`config.mk`:
```
export PLATFORM = sky130hd
export DESIGN_NAME = uart_bridge
export DESIGN_NICKNAME = d
export VERILOG_FILES = /design/src/logic/bridge_pkg.sv /design/src/logic/status_led.sv /design/src/logic/uart_bridge.sv
export SDC_FILE = /design/constraint.sdc
export NUM_CORES = 2
export LEC_CHECK = 0
export BUFFER_PORTS_ARGS = -buffer_cell sky130_fd_sc_hd__buf_2
export CAP_MARGIN = 20
export CORE_MARGIN = 2
export CORE_UTILIZATION = 45
export DETAILED_ROUTE_END_ITERATION = 7
export PLACE_DENSITY_LB_ADDON = 0.08
export SETUP_SLACK_MARGIN = 0.05
export SYNTH_ARGS = -nofsm -noshare
export SYNTH_HDL_FRONTEND = slang
export SYNTH_SLANG_ARGS = --single-unit
```
`constraint.sdc`:
```
create_clock -name pclk -period 7.4 [get_ports pclk]
set_input_delay 0.74 -clock pclk [delete_from_list [all_inputs] [get_ports pclk]]
set_output_delay 0.74 -clock pclk [all_outputs]
set_load 0.1 [all_outputs]
```
`src/logic/bridge_pkg.sv`:
```
// package: register map, field layout, timing constants and carriers
package bridge_pkg;

    // ------------------------------------------------------------
    // register byte offsets
    // ------------------------------------------------------------
    localparam logic [11:0] off_baud = 12'h000;   // requested baud rate
    localparam logic [11:0] off_line = 12'h004;   // parity, stop bits, mode
    localparam logic [11:0] off_ctrl = 12'h008;   // session and led modes
    localparam logic [11:0] off_stat = 12'h00c;   // status
    localparam logic [11:0] off_txd = 12'h010;    // host byte to send
    localparam logic [11:0] off_rxd = 12'h014;    // captured byte
    localparam logic [11:0] off_div = 12'h018;    // effective divider

    // ------------------------------------------------------------
    // line control fields
    // ------------------------------------------------------------
    localparam int line_par_lo = 0;      // parity select, two bits
    localparam int line_stop2 = 2;       // two stop bits
    localparam int line_newfw = 3;       // tristate tx after close
    localparam logic [1:0] par_none = 2'h0;
    localparam logic [1:0] par_odd = 2'h1;
    localparam logic [1:0] par_even = 2'h2;

    // control fields
    localparam int ctrl_dtr = 0;         // session open flag
    localparam int ctrl_boot = 1;        // boot loader mode
    localparam int ctrl_prog = 2;        // programming in progress
    localparam int ctrl_fault = 3;       // power fault
    localparam int ctrl_sleep = 4;       // controller asleep
    localparam int ctrl_dnd_ok = 5;      // write 1: success report
    localparam int ctrl_dnd_fail = 6;    // write 1: failure report

    // status fields
    localparam int stat_tx_busy = 0;
    localparam int stat_tx_full = 1;
    localparam int stat_rx_valid = 2;
    localparam int stat_tx_drive = 3;
    localparam int stat_par_err = 4;
    localparam int stat_frm_err = 5;

    // ------------------------------------------------------------
    // baud span and timing
    // ------------------------------------------------------------
    localparam int clk_hz = 250000000;
    localparam logic [31:0] baud_min = 32'h0000_04b0;   // 1200 bps
    localparam logic [31:0] baud_max = 32'h0007_a120;   // 500000 bps
    localparam logic [31:0] baud_reset = 32'h0000_2580; // 9600 bps
    localparam int slow_hz = 1;
    localparam int fast_hz = 5;
    localparam int report_s = 2;
    // half periods of the led toggles and the report time, in cycles
    localparam int slow_half = clk_hz / (2 * slow_hz);
    localparam int fast_half = clk_hz / (2 * fast_hz);
    localparam int report_cyc = clk_hz * report_s;

    // ------------------------------------------------------------
    // carriers
    // ------------------------------------------------------------
    typedef struct packed {
        logic [1:0] parity;   // none, odd or even
        logic stop2;          // two stop bits
    } frame_cfg_t;

    typedef struct packed {
        logic boot;
        logic prog;
        logic fault;
        logic sleep;
        logic dnd_ok;         // pulse: report success
        logic dnd_fail;       // pulse: report failure
    } led_req_t;

endpackage : bridge_pkg

```
`src/logic/status_led.sv`:
```
// status led pattern generator
`timescale 1ns/1ps
module status_led #(
    parameter int slow_half = bridge_pkg::slow_half,
    parameter int fast_half = bridge_pkg::fast_half,
    parameter int report_cyc = bridge_pkg::report_cyc
) (
    input wire logic pclk,
    input wire logic presetn,
    input wire bridge_pkg::led_req_t req,
    output logic power_status_led
);
    // ------------------------------------------------------------
    // state
    // ------------------------------------------------------------
    typedef enum logic [1:0] {show_on, show_slow, show_fast, show_off} show_t;
    typedef struct packed {
        logic [31:0] phase;    // blink phase counter
        logic [31:0] report;   // remaining report time
        logic rep_fail;        // report is a failure
        logic blink;           // current blink level
        logic led;
    } led_state_t;

    led_state_t cur, nxt;
    show_t show;

    // pattern priority: off, fault, report, boot/prog, steady on
    always_comb
    begin
        if (req.sleep)
            show = show_off;
        else if (req.fault)
            show = show_fast;
        else if (cur.report != 32'h0)
            show = cur.rep_fail ? show_fast : show_slow;
        else if (req.boot || req.prog)
            show = show_slow;
        else
            show = show_on;
    end

    // next state
    always_comb
    begin
        nxt = cur;
        if (req.dnd_ok || req.dnd_fail)
        begin
            nxt.report = 32'(report_cyc);
            nxt.rep_fail = req.dnd_fail;
        end
        else if (cur.report != 32'h0)
            nxt.report = cur.report - 32'h1;
        // toggle at the selected rate
        if ((show == show_slow && cur.phase >= 32'(slow_half - 1)) ||
            (show == show_fast && cur.phase >= 32'(fast_half - 1)))
        begin
            nxt.phase = 32'h0;
            nxt.blink = ~cur.blink;
        end
        else
            nxt.phase = cur.phase + 32'h1;
        case (show)
            show_on: nxt.led = 1'b1;
            show_slow: nxt.led = cur.blink;
            show_fast: nxt.led = cur.blink;
            show_off: nxt.led = 1'b0;
            default: nxt.led = 1'b0;
        endcase
    end

    // register
    always_ff @(posedge pclk or negedge presetn)
    begin
        if (!presetn)
            cur <= '0;
        else
            cur <= nxt;
    end

    assign power_status_led = cur.led;

    a_led_dark_sleep: assert property (@(posedge pclk) disable iff (!presetn)
        req.sleep |=> !power_status_led)
        else $error("led lit while asleep");
endmodule : status_led

```
`src/logic/uart_bridge.sv`:
```
// usb serial uart bridge: apb registers, uart tx/rx, session gating
`timescale 1ns/1ps
module uart_bridge #(
    parameter int slow_half = bridge_pkg::slow_half,
    parameter int fast_half = bridge_pkg::fast_half,
    parameter int report_cyc = bridge_pkg::report_cyc
) (
    input wire logic pclk,
    input wire logic presetn,
    input wire logic psel,
    input wire logic penable,
    input wire logic pwrite,
    input wire logic [11:0] paddr,
    input wire logic [31:0] pwdata,
    output logic [31:0] prdata,
    output logic pready,
    output logic pslverr,
    input wire logic bridge_receive_pin,
    output logic bridge_transmit_pin,
    output logic bridge_transmit_oe_n,
    output logic power_status_led
);
    // ------------------------------------------------------------
    // state
    // ------------------------------------------------------------
    typedef enum logic [2:0] {tx_idle, tx_start, tx_data, tx_par, tx_stop}
        tx_phase_t;
    typedef enum logic [2:0] {rx_idle, rx_start, rx_data, rx_par, rx_stop}
        rx_phase_t;

    typedef struct packed {
        logic [31:0] baud;          // clamped baud rate
        logic [31:0] divider;       // cycles per bit
        bridge_pkg::frame_cfg_t cfg;
        logic newfw;                // tristate after close
        logic [6:0] ctrl;           // session and led mode bits
        logic enabled;              // session was ever opened
        logic drive;                // level shifter enabled
        logic [7:0] hold;           // one byte queue
        logic hold_full;
        tx_phase_t tph;
        logic [31:0] tcnt;
        logic [2:0] tbit;
        logic [7:0] tsh;
        logic tpar;
        logic tstop;                // second stop bit pending
        logic txo;
        logic [1:0] rsync;          // pin synchroniser
        rx_phase_t rph;
        logic [31:0] rcnt;
        logic [2:0] rbit;
        logic [7:0] rsh;
        logic rpar;
        logic rstop;
        logic [7:0] rdata;
        logic rvalid;
        logic perr;
        logic ferr;
    } br_state_t;

    br_state_t cur, nxt;
    bridge_pkg::led_req_t led_req;
    logic wr, rd, rx_in;
    logic [31:0] req_baud;

    assign wr = psel && penable && pwrite;
    assign rd = psel && penable && !pwrite;
    assign rx_in = cur.rsync[1];
    assign req_baud = pwdata;

    // clamped value written to the baud register
    function automatic logic [31:0] clamp(input logic [31:0] b);
        if (b < bridge_pkg::baud_min)
            clamp = bridge_pkg::baud_min;
        else if (b > bridge_pkg::baud_max)
            clamp = bridge_pkg::baud_max;
        else
            clamp = b;
    endfunction : clamp

    // ------------------------------------------------------------
    // next state
    // ------------------------------------------------------------
    always_comb
    begin
        nxt = cur;
        nxt.ctrl[bridge_pkg::ctrl_dnd_ok] = 1'b0;
        nxt.ctrl[bridge_pkg::ctrl_dnd_fail] = 1'b0;
        nxt.rsync = {cur.rsync[0], bridge_receive_pin};

        // register writes; line settings always usable
        if (wr)
        begin
            case (paddr)
                bridge_pkg::off_baud:
                begin
                    nxt.baud = clamp(req_baud);
                    nxt.divider = 32'(bridge_pkg::clk_hz) / clamp(req_baud);
                end
                bridge_pkg::off_line:
                begin
                    nxt.cfg.parity = pwdata[bridge_pkg::line_par_lo +: 2];
                    nxt.cfg.stop2 = pwdata[bridge_pkg::line_stop2];
                    nxt.newfw = pwdata[bridge_pkg::line_newfw];
                end
                bridge_pkg::off_ctrl: nxt.ctrl = pwdata[6:0];
                default: ;
            endcase
        end

        // session open: shifters on
        if (cur.ctrl[bridge_pkg::ctrl_dtr])
        begin
            nxt.enabled = 1'b1;
            nxt.drive = 1'b1;
        end
        else if (cur.newfw && cur.tph == tx_idle && !cur.hold_full)
            nxt.drive = 1'b0;
        else if (!cur.newfw && cur.enabled)
            nxt.drive = 1'b1;

        // host byte accepted only in session, into a free slot
        if (wr && paddr == bridge_pkg::off_txd &&
            cur.ctrl[bridge_pkg::ctrl_dtr] && !cur.hold_full)
        begin
            nxt.hold = pwdata[7:0];
            nxt.hold_full = 1'b1;
        end

        // transmitter: drains queue even after close
        case (cur.tph)
            tx_idle:
            begin
                nxt.txo = 1'b1;
                if (cur.hold_full)
                begin
                    nxt.tsh = cur.hold;
                    nxt.hold_full = 1'b0;
                    nxt.tpar = ^cur.hold ^ (cur.cfg.parity == bridge_pkg::par_odd);
                    nxt.tph = tx_start;
                    nxt.tcnt = '0;
                    nxt.txo = 1'b0;
                end
            end
            default:
            begin
                nxt.tcnt = cur.tcnt + 32'h1;
                if (cur.tcnt >= cur.divider - 32'h1)
                begin
                    nxt.tcnt = '0;
                    case (cur.tph)
                        tx_start:
                        begin
                            nxt.tph = tx_data;
                            nxt.tbit = '0;
                            nxt.txo = cur.tsh[0];
                        end
                        tx_data:
                        begin
                            if (cur.tbit == 3'h7)
                            begin
                                if (cur.cfg.parity != bridge_pkg::par_none)
                                begin
                                    nxt.tph = tx_par;
                                    nxt.txo = cur.tpar;
                                end
                                else
                                begin
                                    nxt.tph = tx_stop;
                                    nxt.tstop = cur.cfg.stop2;
                                    nxt.txo = 1'b1;
                                end
                            end
                            else
                            begin
                                nxt.tbit = cur.tbit + 3'h1;
                                nxt.txo = cur.tsh[3'(cur.tbit + 3'h1)];
                            end
                        end
                        tx_par:
                        begin
                            nxt.tph = tx_stop;
                            nxt.tstop = cur.cfg.stop2;
                            nxt.txo = 1'b1;
                        end
                        tx_stop:
                        begin
                            if (cur.tstop)
                                nxt.tstop = 1'b0;
                            else
                                nxt.tph = tx_idle;
                        end
                        default: nxt.tph = tx_idle;
                    endcase
                end
            end
        endcase

        // reads clear flags first, so a same-cycle set below wins
        if (rd && paddr == bridge_pkg::off_rxd)
            nxt.rvalid = 1'b0;
        if (rd && paddr == bridge_pkg::off_stat)
        begin
            nxt.perr = 1'b0;
            nxt.ferr = 1'b0;
        end

        // receiver: only while session active
        if (!cur.ctrl[bridge_pkg::ctrl_dtr])
            nxt.rph = rx_idle;
        else
        begin
            case (cur.rph)
                rx_idle:
                    if (!rx_in)
                    begin
                        nxt.rph = rx_start;
                        nxt.rcnt = '0;
                    end
                default:
                begin
                    nxt.rcnt = cur.rcnt + 32'h1;
                    // start bit checked mid bit, others one bit later
                    if ((cur.rph == rx_start &&
                         cur.rcnt >= (cur.divider >> 1)) ||
                        (cur.rph != rx_start &&
                         cur.rcnt >= cur.divider - 32'h1))
                    begin
                        nxt.rcnt = '0;
                        case (cur.rph)
                            rx_start:
                            begin
                                nxt.rph = rx_in ? rx_idle : rx_data;
                                nxt.rbit = '0;
                                // no stale parity error from an old frame
                                nxt.rpar = 1'b0;
                            end
                            rx_data:
                            begin
                                nxt.rsh = {rx_in, cur.rsh[7:1]};
                                nxt.rbit = cur.rbit + 3'h1;
                                if (cur.rbit == 3'h7)
                                begin
                                    nxt.rstop = cur.cfg.stop2;
                                    nxt.rph = (cur.cfg.parity !=
                                        bridge_pkg::par_none) ? rx_par : rx_stop;
                                end
                            end
                            rx_par:
                            begin
                                nxt.rpar = rx_in ^ ^cur.rsh ^
                                    (cur.cfg.parity == bridge_pkg::par_odd);
                                nxt.rph = rx_stop;
                            end
                            rx_stop:
                            begin
                                if (!rx_in)
                                begin
                                    nxt.ferr = 1'b1;
                                    nxt.rph = rx_idle;
                                end
                                else if (cur.rstop)
                                    nxt.rstop = 1'b0;
                                else
                                begin
                                    nxt.rdata = cur.rsh;
                                    nxt.rvalid = 1'b1;
                                    nxt.perr = nxt.perr | cur.rpar;
                                    nxt.rph = rx_idle;
                                end
                            end
                            default: nxt.rph = rx_idle;
                        endcase
                    end
                end
            endcase
        end
    end

    // ------------------------------------------------------------
    // register
    // ------------------------------------------------------------
    always_ff @(posedge pclk or negedge presetn)
    begin
        if (!presetn)
        begin
            cur <= '0;
            cur.baud <= bridge_pkg::baud_reset;
            cur.divider <= 32'(bridge_pkg::clk_hz) / bridge_pkg::baud_reset;
            cur.newfw <= 1'b1;
            cur.txo <= 1'b1;
            cur.rsync <= 2'h3;
        end
        else
            cur <= nxt;
    end

    // ------------------------------------------------------------
    // apb read, pins, led
    // ------------------------------------------------------------
    always_comb
    begin
        case (paddr)
            bridge_pkg::off_baud: prdata = cur.baud;
            bridge_pkg::off_line: prdata = {28'h0, cur.newfw, cur.cfg};
            bridge_pkg::off_ctrl: prdata = {25'h0, cur.ctrl};
            bridge_pkg::off_stat: prdata = {26'h0, cur.ferr, cur.perr,
                cur.drive, cur.rvalid, cur.hold_full, cur.tph != tx_idle};
            bridge_pkg::off_rxd: prdata = {24'h0, cur.rdata};
            bridge_pkg::off_div: prdata = cur.divider;
            default: prdata = 32'h0;
        endcase
    end

    assign pready = 1'b1;
    assign pslverr = psel && penable && !(paddr == bridge_pkg::off_baud ||
        paddr == bridge_pkg::off_line || paddr == bridge_pkg::off_ctrl ||
        paddr == bridge_pkg::off_stat || paddr == bridge_pkg::off_txd ||
        paddr == bridge_pkg::off_rxd || paddr == bridge_pkg::off_div);
    // no rts/cts pins exist; only tx and rx lines
    assign bridge_transmit_pin = cur.txo;
    assign bridge_transmit_oe_n = !cur.drive;

    assign led_req.boot = cur.ctrl[bridge_pkg::ctrl_boot];
    assign led_req.prog = cur.ctrl[bridge_pkg::ctrl_prog];
    assign led_req.fault = cur.ctrl[bridge_pkg::ctrl_fault];
    assign led_req.sleep = cur.ctrl[bridge_pkg::ctrl_sleep];
    assign led_req.dnd_ok = cur.ctrl[bridge_pkg::ctrl_dnd_ok];
    assign led_req.dnd_fail = cur.ctrl[bridge_pkg::ctrl_dnd_fail];

    status_led #(
        .slow_half(slow_half),
        .fast_half(fast_half),
        .report_cyc(report_cyc)
    ) u_led (
        .pclk(pclk),
        .presetn(presetn),
        .req(led_req),
        .power_status_led(power_status_led)
    );

    // ------------------------------------------------------------
    // checks
    // ------------------------------------------------------------
    a_baud_in_span: assert property (@(posedge pclk) disable iff (!presetn)
        cur.baud >= bridge_pkg::baud_min && cur.baud <= bridge_pkg::baud_max)
        else $error("baud outside span");
    a_baud_clamp_low: assert property (@(posedge pclk) disable iff (!presetn)
        wr && paddr == bridge_pkg::off_baud && pwdata < bridge_pkg::baud_min
        |=> cur.baud == bridge_pkg::baud_min)
        else $error("low baud not clamped");
    a_baud_onfly: assert property (@(posedge pclk) disable iff (!presetn)
        wr && paddr == bridge_pkg::off_baud |=> cur.baud == clamp($past(pwdata)))
        else $error("baud write lost");
    a_refuse_closed: assert property (@(posedge pclk) disable iff (!presetn)
        wr && paddr == bridge_pkg::off_txd && !cur.ctrl[bridge_pkg::ctrl_dtr]
        && !cur.hold_full |=> !cur.hold_full)
        else $error("byte taken without session");
    a_rx_off_closed: assert property (@(posedge pclk) disable iff (!presetn)
        !cur.ctrl[bridge_pkg::ctrl_dtr] |=> cur.rph == rx_idle)
        else $error("receiver active without session");
    a_tx_undriven: assert property (@(posedge pclk) disable iff (!presetn)
        !cur.enabled |-> bridge_transmit_oe_n)
        else $error("tx driven before enable");
    a_idle_high: assert property (@(posedge pclk) disable iff (!presetn)
        cur.tph == tx_idle && !$past(cur.hold_full) |-> bridge_transmit_pin)
        else $error("line not idle high");
    a_old_keeps: assert property (@(posedge pclk) disable iff (!presetn)
        !cur.newfw && cur.enabled ##1 !cur.newfw |-> cur.drive)
        else $error("old mode released line");
endmodule : uart_bridge

```
Word level (Yosys, flattened, before mapping). Cells that the tools add are included.

Register bits: 263. Output and inout port bits: 37. Word-level logic and storage cells: 220.

$add $sub $neg: 7. Div/mod/pow operators: 1. $lt $le $gt $ge: 8. Eq/ne operators: 34. Muxes and demuxes: 63. Bitwise gates (word level): 8. Reduce and logical (&&, ||, !) cells: 65.

Operator list (count): 2-to-1 mux 32 bit (7); case mux 32 bit (6 select lines) (1); 2-to-1 mux 35 bit (3); adder 32 x 1 -> 32 bit, second input constant (3); greater-or-equal comparator 32 bit (2); subtractor 32 x 1 -> 32 bit, second input constant (2); 2-to-1 mux 59 bit (1); 2-to-1 mux 38 bit (1); equality test 12 x 5 -> 1 bit, second input constant (3); 2-to-1 mux 36 bit (1); divider 28 x 32 -> 32 bit, first input constant (1); greater-or-equal comparator 32 x 25 -> 1 bit, second input constant (1); greater-or-equal comparator 32 x 27 -> 1 bit, second input constant (1); greater-or-equal comparator 32 x 31 -> 1 bit (1); greater-than comparator 32 x 19 -> 1 bit, second input constant (1); less-than comparator 32 x 11 -> 1 bit, second input constant (1); nonzero test 32 bit (1); 2-to-1 mux 3 bit (10); equality test 12 x 4 -> 1 bit, second input constant (2); case mux 3 bit (4 select lines) (2); AND reduction 4 bit (6); 2-to-1 mux 11 bit (2); 2-to-1 mux 1 bit (17); logical AND 1 bit (16); 37 further kinds (100).

Logic depth before layout (Yosys ltp).
Depth after elaboration: 11. Depth in mapped cells: 277. Gate-level depth less buffers: 243.

Hierarchy. A second synthesis with hierarchy kept.

Cells, all modules: 6161. Area total of the unflattened synthesis: 45588.7 um^2.

Modules (own cells, without submodules): uart_bridge (times used 1, cells an instance 5754, area each 41850.1 um^2, sequential area each 4926.0 um^2); status_led (times used 1, cells an instance 407, area each 3738.6 um^2, sequential area each 1676.6 um^2).

Least setup slack after synthesis. OpenSTA, ideal clock, no wires.

Path type: in2reg. From: input pwdata[30]. To: register cur[132] (netlist bit). Library setup time: 0.087 ns. Arrival time: 57.057 ns. Data required time: 7.313 ns. Path slack: -49.743 ns. Cell stages on the path: 263. Path buffers: 52. Cell sequence: nor4_1 -> and4_1 -> clkbuf_1 -> o221ai_4 -> buf_2 -> buf_4 -> buf_4 -> buf_4 -> nor3_1 -> ha_1 -> a21o_1 -> a21oi_1 -> o21a_1 -> o2111a_1 -> o21ai_0 -> and2_0 -> o31ai_1 -> ha_1 -> [... 227 more ...] -> o41a_1 -> o21ai_1 -> a41oi_2 -> clkbuf_1 -> nor2_1 -> o21ai_0 -> ha_1 -> nor2b_1 -> o21ai_0 -> nand2b_1 -> a21oi_1 -> nor2b_1 -> o21ai_0 -> nand2b_1 -> a21oi_1 -> nor3_1 -> nor4_1 -> a21oi_1.

Cells in the longest elaborated chain, start to end: 6. Elaborated cells between the ends (all ways): 7. Those cells by class: div (1); order compare (2); mux (4).

Ends and longest elaborated chain: from (decl) (line uart_bridge.sv:14) `input wire logic [31:0] pwdata,`; greater-than comparator 32 x 19 -> 1 bit (line uart_bridge.sv:75) `else if (b > bridge_pkg::baud_max)`; 2-to-1 mux 32 bit (line uart_bridge.sv:75); 2-to-1 mux 32 bit (*) (line uart_bridge.sv:73) `if (b < bridge_pkg::baud_min)`; 2-to-1 mux 32 bit (*) (line uart_bridge.sv:94) `case (paddr)`; 2-to-1 mux 32 bit (*) (line uart_bridge.sv:92) `if (wr)`; divider 28 x 32 -> 32 bit (*) (line uart_bridge.sv:98) `nxt.divider = 32'(bridge_pkg::clk_hz) / clamp(req_baud);`; to (signal assigned) (line uart_bridge.sv:295) `cur <= nxt;`; to (decl) (line uart_bridge.sv:61) `br_state_t cur, nxt;`.

Every way passes the cells marked *; elsewhere a longest branch is shown, timed or not. The select of a mux whose other input is x is not followed. A chain may end at the register's enable or synchronous reset.

Worst setup path in the final report.
From: input pwdata[15]. To: register cur[132] (netlist bit).

The elaborated chain is that of the path after synthesis.

==> flow_summary.yaml <==
run_status:
  outcome: "finished, violations left"
  failed_checks: "setup timing"
timing:
  layout_min_cycle_time_ns: 47.67
  rsz0062_at_grt: "true"
  setup_viol: 19
  fin_skew_ns: 0.04052
  setup_ws_ns: -40.27
  max_freq_mhz: 20.98
  holdWs_ns: 0.2118
  timing.slew.headroom: 0.2276
  worstMarginPinSlew_ns: 1.159
  post-route-period-util: 6.441
  hold_viol: 0
  maxSlewViolCount: 0
synth:
  syn_inst: 6133
  synth_area_per_cell_um2: 7.397
  synth-async-reset-ratio: 1.000
  synth_area_um2: 45370
  ys_ff_latch: 263
  synth_edf_count: 0
  ys_seq_area_frac: 0.1455
  synth_area_leaders: "ha_1 15%, dfrtp_1 14%, xnor2_1 5.3%"
  synth_ff_type: "dfrtp_1"
  ys_types: 118
  ys.warnings.count: 0
  synth_top_area_cell: "ha_1"
  synth_top_area_frac: 0.1536
setup_path:
  worstSetupEndpointType: "flip-flop"
  worstPathMaxFanout: 8
  critical_path_class: "in -> reg"
  rr_worst_depth: 20
  crit_required_ns: 7.89
  cp_slowest_cell: "or4_4"
  cp_common_cell: "buf_4"
  startpoint_type: "input pin"
  cp_data_arrival_time_ns: 48.15
  max_stage_delay_ns: 0.61
routing:
  vias_per_cell: 6.007
  firstDrtPassIters: 6
  ant_nets: 0
  drc_errors: 0
  wire_per_inst_um: 22.85
  drt-total-wl_mm: 232.6
  initialDrtViolationCount: 6086
  vias: 61170
placed_design:
  io_buffers: 85
  place_ws_ns: -43.54
  place_congestion: 1.049
  postPlaceCellArea_um2: 65430
  dp_hpwl_mm: 176.0
die:
  die_h_um: 321.5
  io_pins: 87
  start_util: 0.4537
  die_area_um2: 103400
  row_count: 116
  fp.coreArea_um2: 100000
  die_w_um: 321.5
final_layout:
  drive_gt1_frac: 0.4368
  syn_to_final_growth_pct: 65.23
  final_nets: 9469
  n_fill_cell: 7744
  fin_area_um2: 74960
global_route:
  grt_pass1_wl_mm: 339.4
  grt_max_degree: 147
  grt_overflow: 0
  grt_pass1_vias: 58260
  grt_util_all_layers: 0.4226
  antenna_found_initial: 11
cts:
  clk_latency_ns: 0.59
  clock_path_buffers: 3
  clock-sinks: 263
  clockRootBuffer: "clkbuf_16"
  numCtsBuffers: 24
  clk_pin_slew_worst_paths_ns: 0.07
  cts_tree: "yes"
  cts.htree.levels: 1
pwr:
  ir_drop_mv: 0.2969
  power_density_nw_per_um2: 182.3
  leakagePower_nw: 35.76
  total_power_mw: 13.67
hold_path:
  hp-class: "in -> async"
run:
  drv_cap: 0
[through the flow]
stage,TNS [ns],std cells,utilization
6_report,-379.97,10180,0.7496
5_1_grt,-395.25,10180,0.7496
4_1_cts,-369.01,10040,0.7155
3_5_place_dp,-420.47,9684,0.6543
3_3_place_gp,-413.30,9684,0.6543
2_1_floorplan,-398.49,6233,-
[what timing repair did]
item | CTS | global route
buffers inserted | 312 | 148
hold buffers | 0 | 0
resized for setup | 610 | 459
endpoints found under the setup margin | 19 | 19
pin swaps | 283 | 259
gates cloned | 6 | 0
[cell usage in the layout (no fill, tap or decap), types with 37 or more instances in the layout]
master,instances
nor2_2,37
and2_1,51
mux2_2,92
nand2_1,577
ha_4,112
nor3_1,113
or3_1,53
nand2_2,44
xor2_1,144
and3_1,85
nand2b_1,101
or2_2,39
buf_4,2553
o21ai_1,67
buf_6,123
o21bai_1,57
o21ai_2,45
nand3_1,173
xnor2_1,271
a21oi_1,349
dfrtp_1,246
nor2_1,501
o21ai_0,354
o31ai_1,53
conb_1,102
nor2b_1,62
a31oi_1,79
o21a_1,113
buf_2,83
a21oi_2,94
o211ai_1,62
nand4_1,73
ha_1,423
a21o_1,243
inv_1,196
[final cells by class]
cell class	count	area [µm²]	share of cell area
Multi-Input combinational cell	5561	43280	0.5773
Timing Repair Buffer	2803	21780	0.2905
Sequential cell	263	6603	0.08808
Tap cell	1298	1624	0.02166
Inverter	209	784.5	0.01046
Clock buffer	29	639.4	0.008529
Clock inverter	15	247.7	0.003305
Antenna cell	4	10.01	0.0001335
[cell usage after synthesis (all sizes together) (64+ instances only)]
master,n
nor2,560
a21o,248
nand3,189
inv,208
o211ai,64
o21a,120
a21oi,469
mux2,116
nand4,73
xnor2,276
clkbuf,145
xor2,148
o21bai,69
nand2b,108
ha,557
o21ai,489
and3,106
nand2,640
nor3,149
nor2b,68
dfrtp,246
o31ai,71
a31oi,118
[worst max-delay path: cells and delay by family]
| family | cells | cell delay, ns |
|---|---|---|
| compound gates | 104 | 19.95 |
| xor+xnor | 3 | 0.73 |
| fa+ha+maj | 20 | 4.92 |
| buf+inv | 93 | 12.36 |
| mux | 1 | 0.33 |
| simple gates | 60 | 8.97 |
[routing by layer]
metal  part of all wire  up-vias  global-route usage
li1                   -    28320                   -
met1               0.40    29070              0.5419
met2               0.43     2901              0.6771
met3              0.092      866             0.06237
met4              0.073       12              0.2391
met5            0.00059        -                   0
[logic make-up after synthesis]
kind of cell | count (synthesis) | synth area share
other cells | 2 | 0.0001655
simple gates | 2203 | 0.2335
fa+ha+maj | 557 | 0.1536
xor+xnor | 424 | 0.08185
flops | 263 | 0.1455
mux | 149 | 0.03662
buf+inv | 412 | 0.03577
compound gates | 2123 | 0.3129
[power by group]
group | total, mW | switching [mW] | internal [mW]
clock | 1.41 | 0.610 | 0.804
sequential | 1.69 | 0.132 | 1.56
combinational | 10.6 | 5.18 | 5.38
total | 13.7 | 5.93 | 7.74
[state kept, by name (all words and copies together), names as in the netlist]
name / cells
bridge_transmit_pin: 1
cur: 195
u_led.cur: 66
u_led.power_status_led: 1
[path summary, 6_finish.rpt]
| path | start | end | slack, ns |
|---|---|---|---|
| max | pwdata[15] | cur[132] | -40.27 |
| min | presetn | cur[102] | 0.21 |
| max reg2reg | cur[133] | cur[8] | 0.79 |
| min reg2reg | cur[59] | cur[60] | 0.37 |
| max in group asynchronous | presetn | u_led.cur[45] | 5.79 |
| min in group pclk | bridge_receive_pin | cur[59] | 0.30 |
Power figures use the tool's default switching activity.
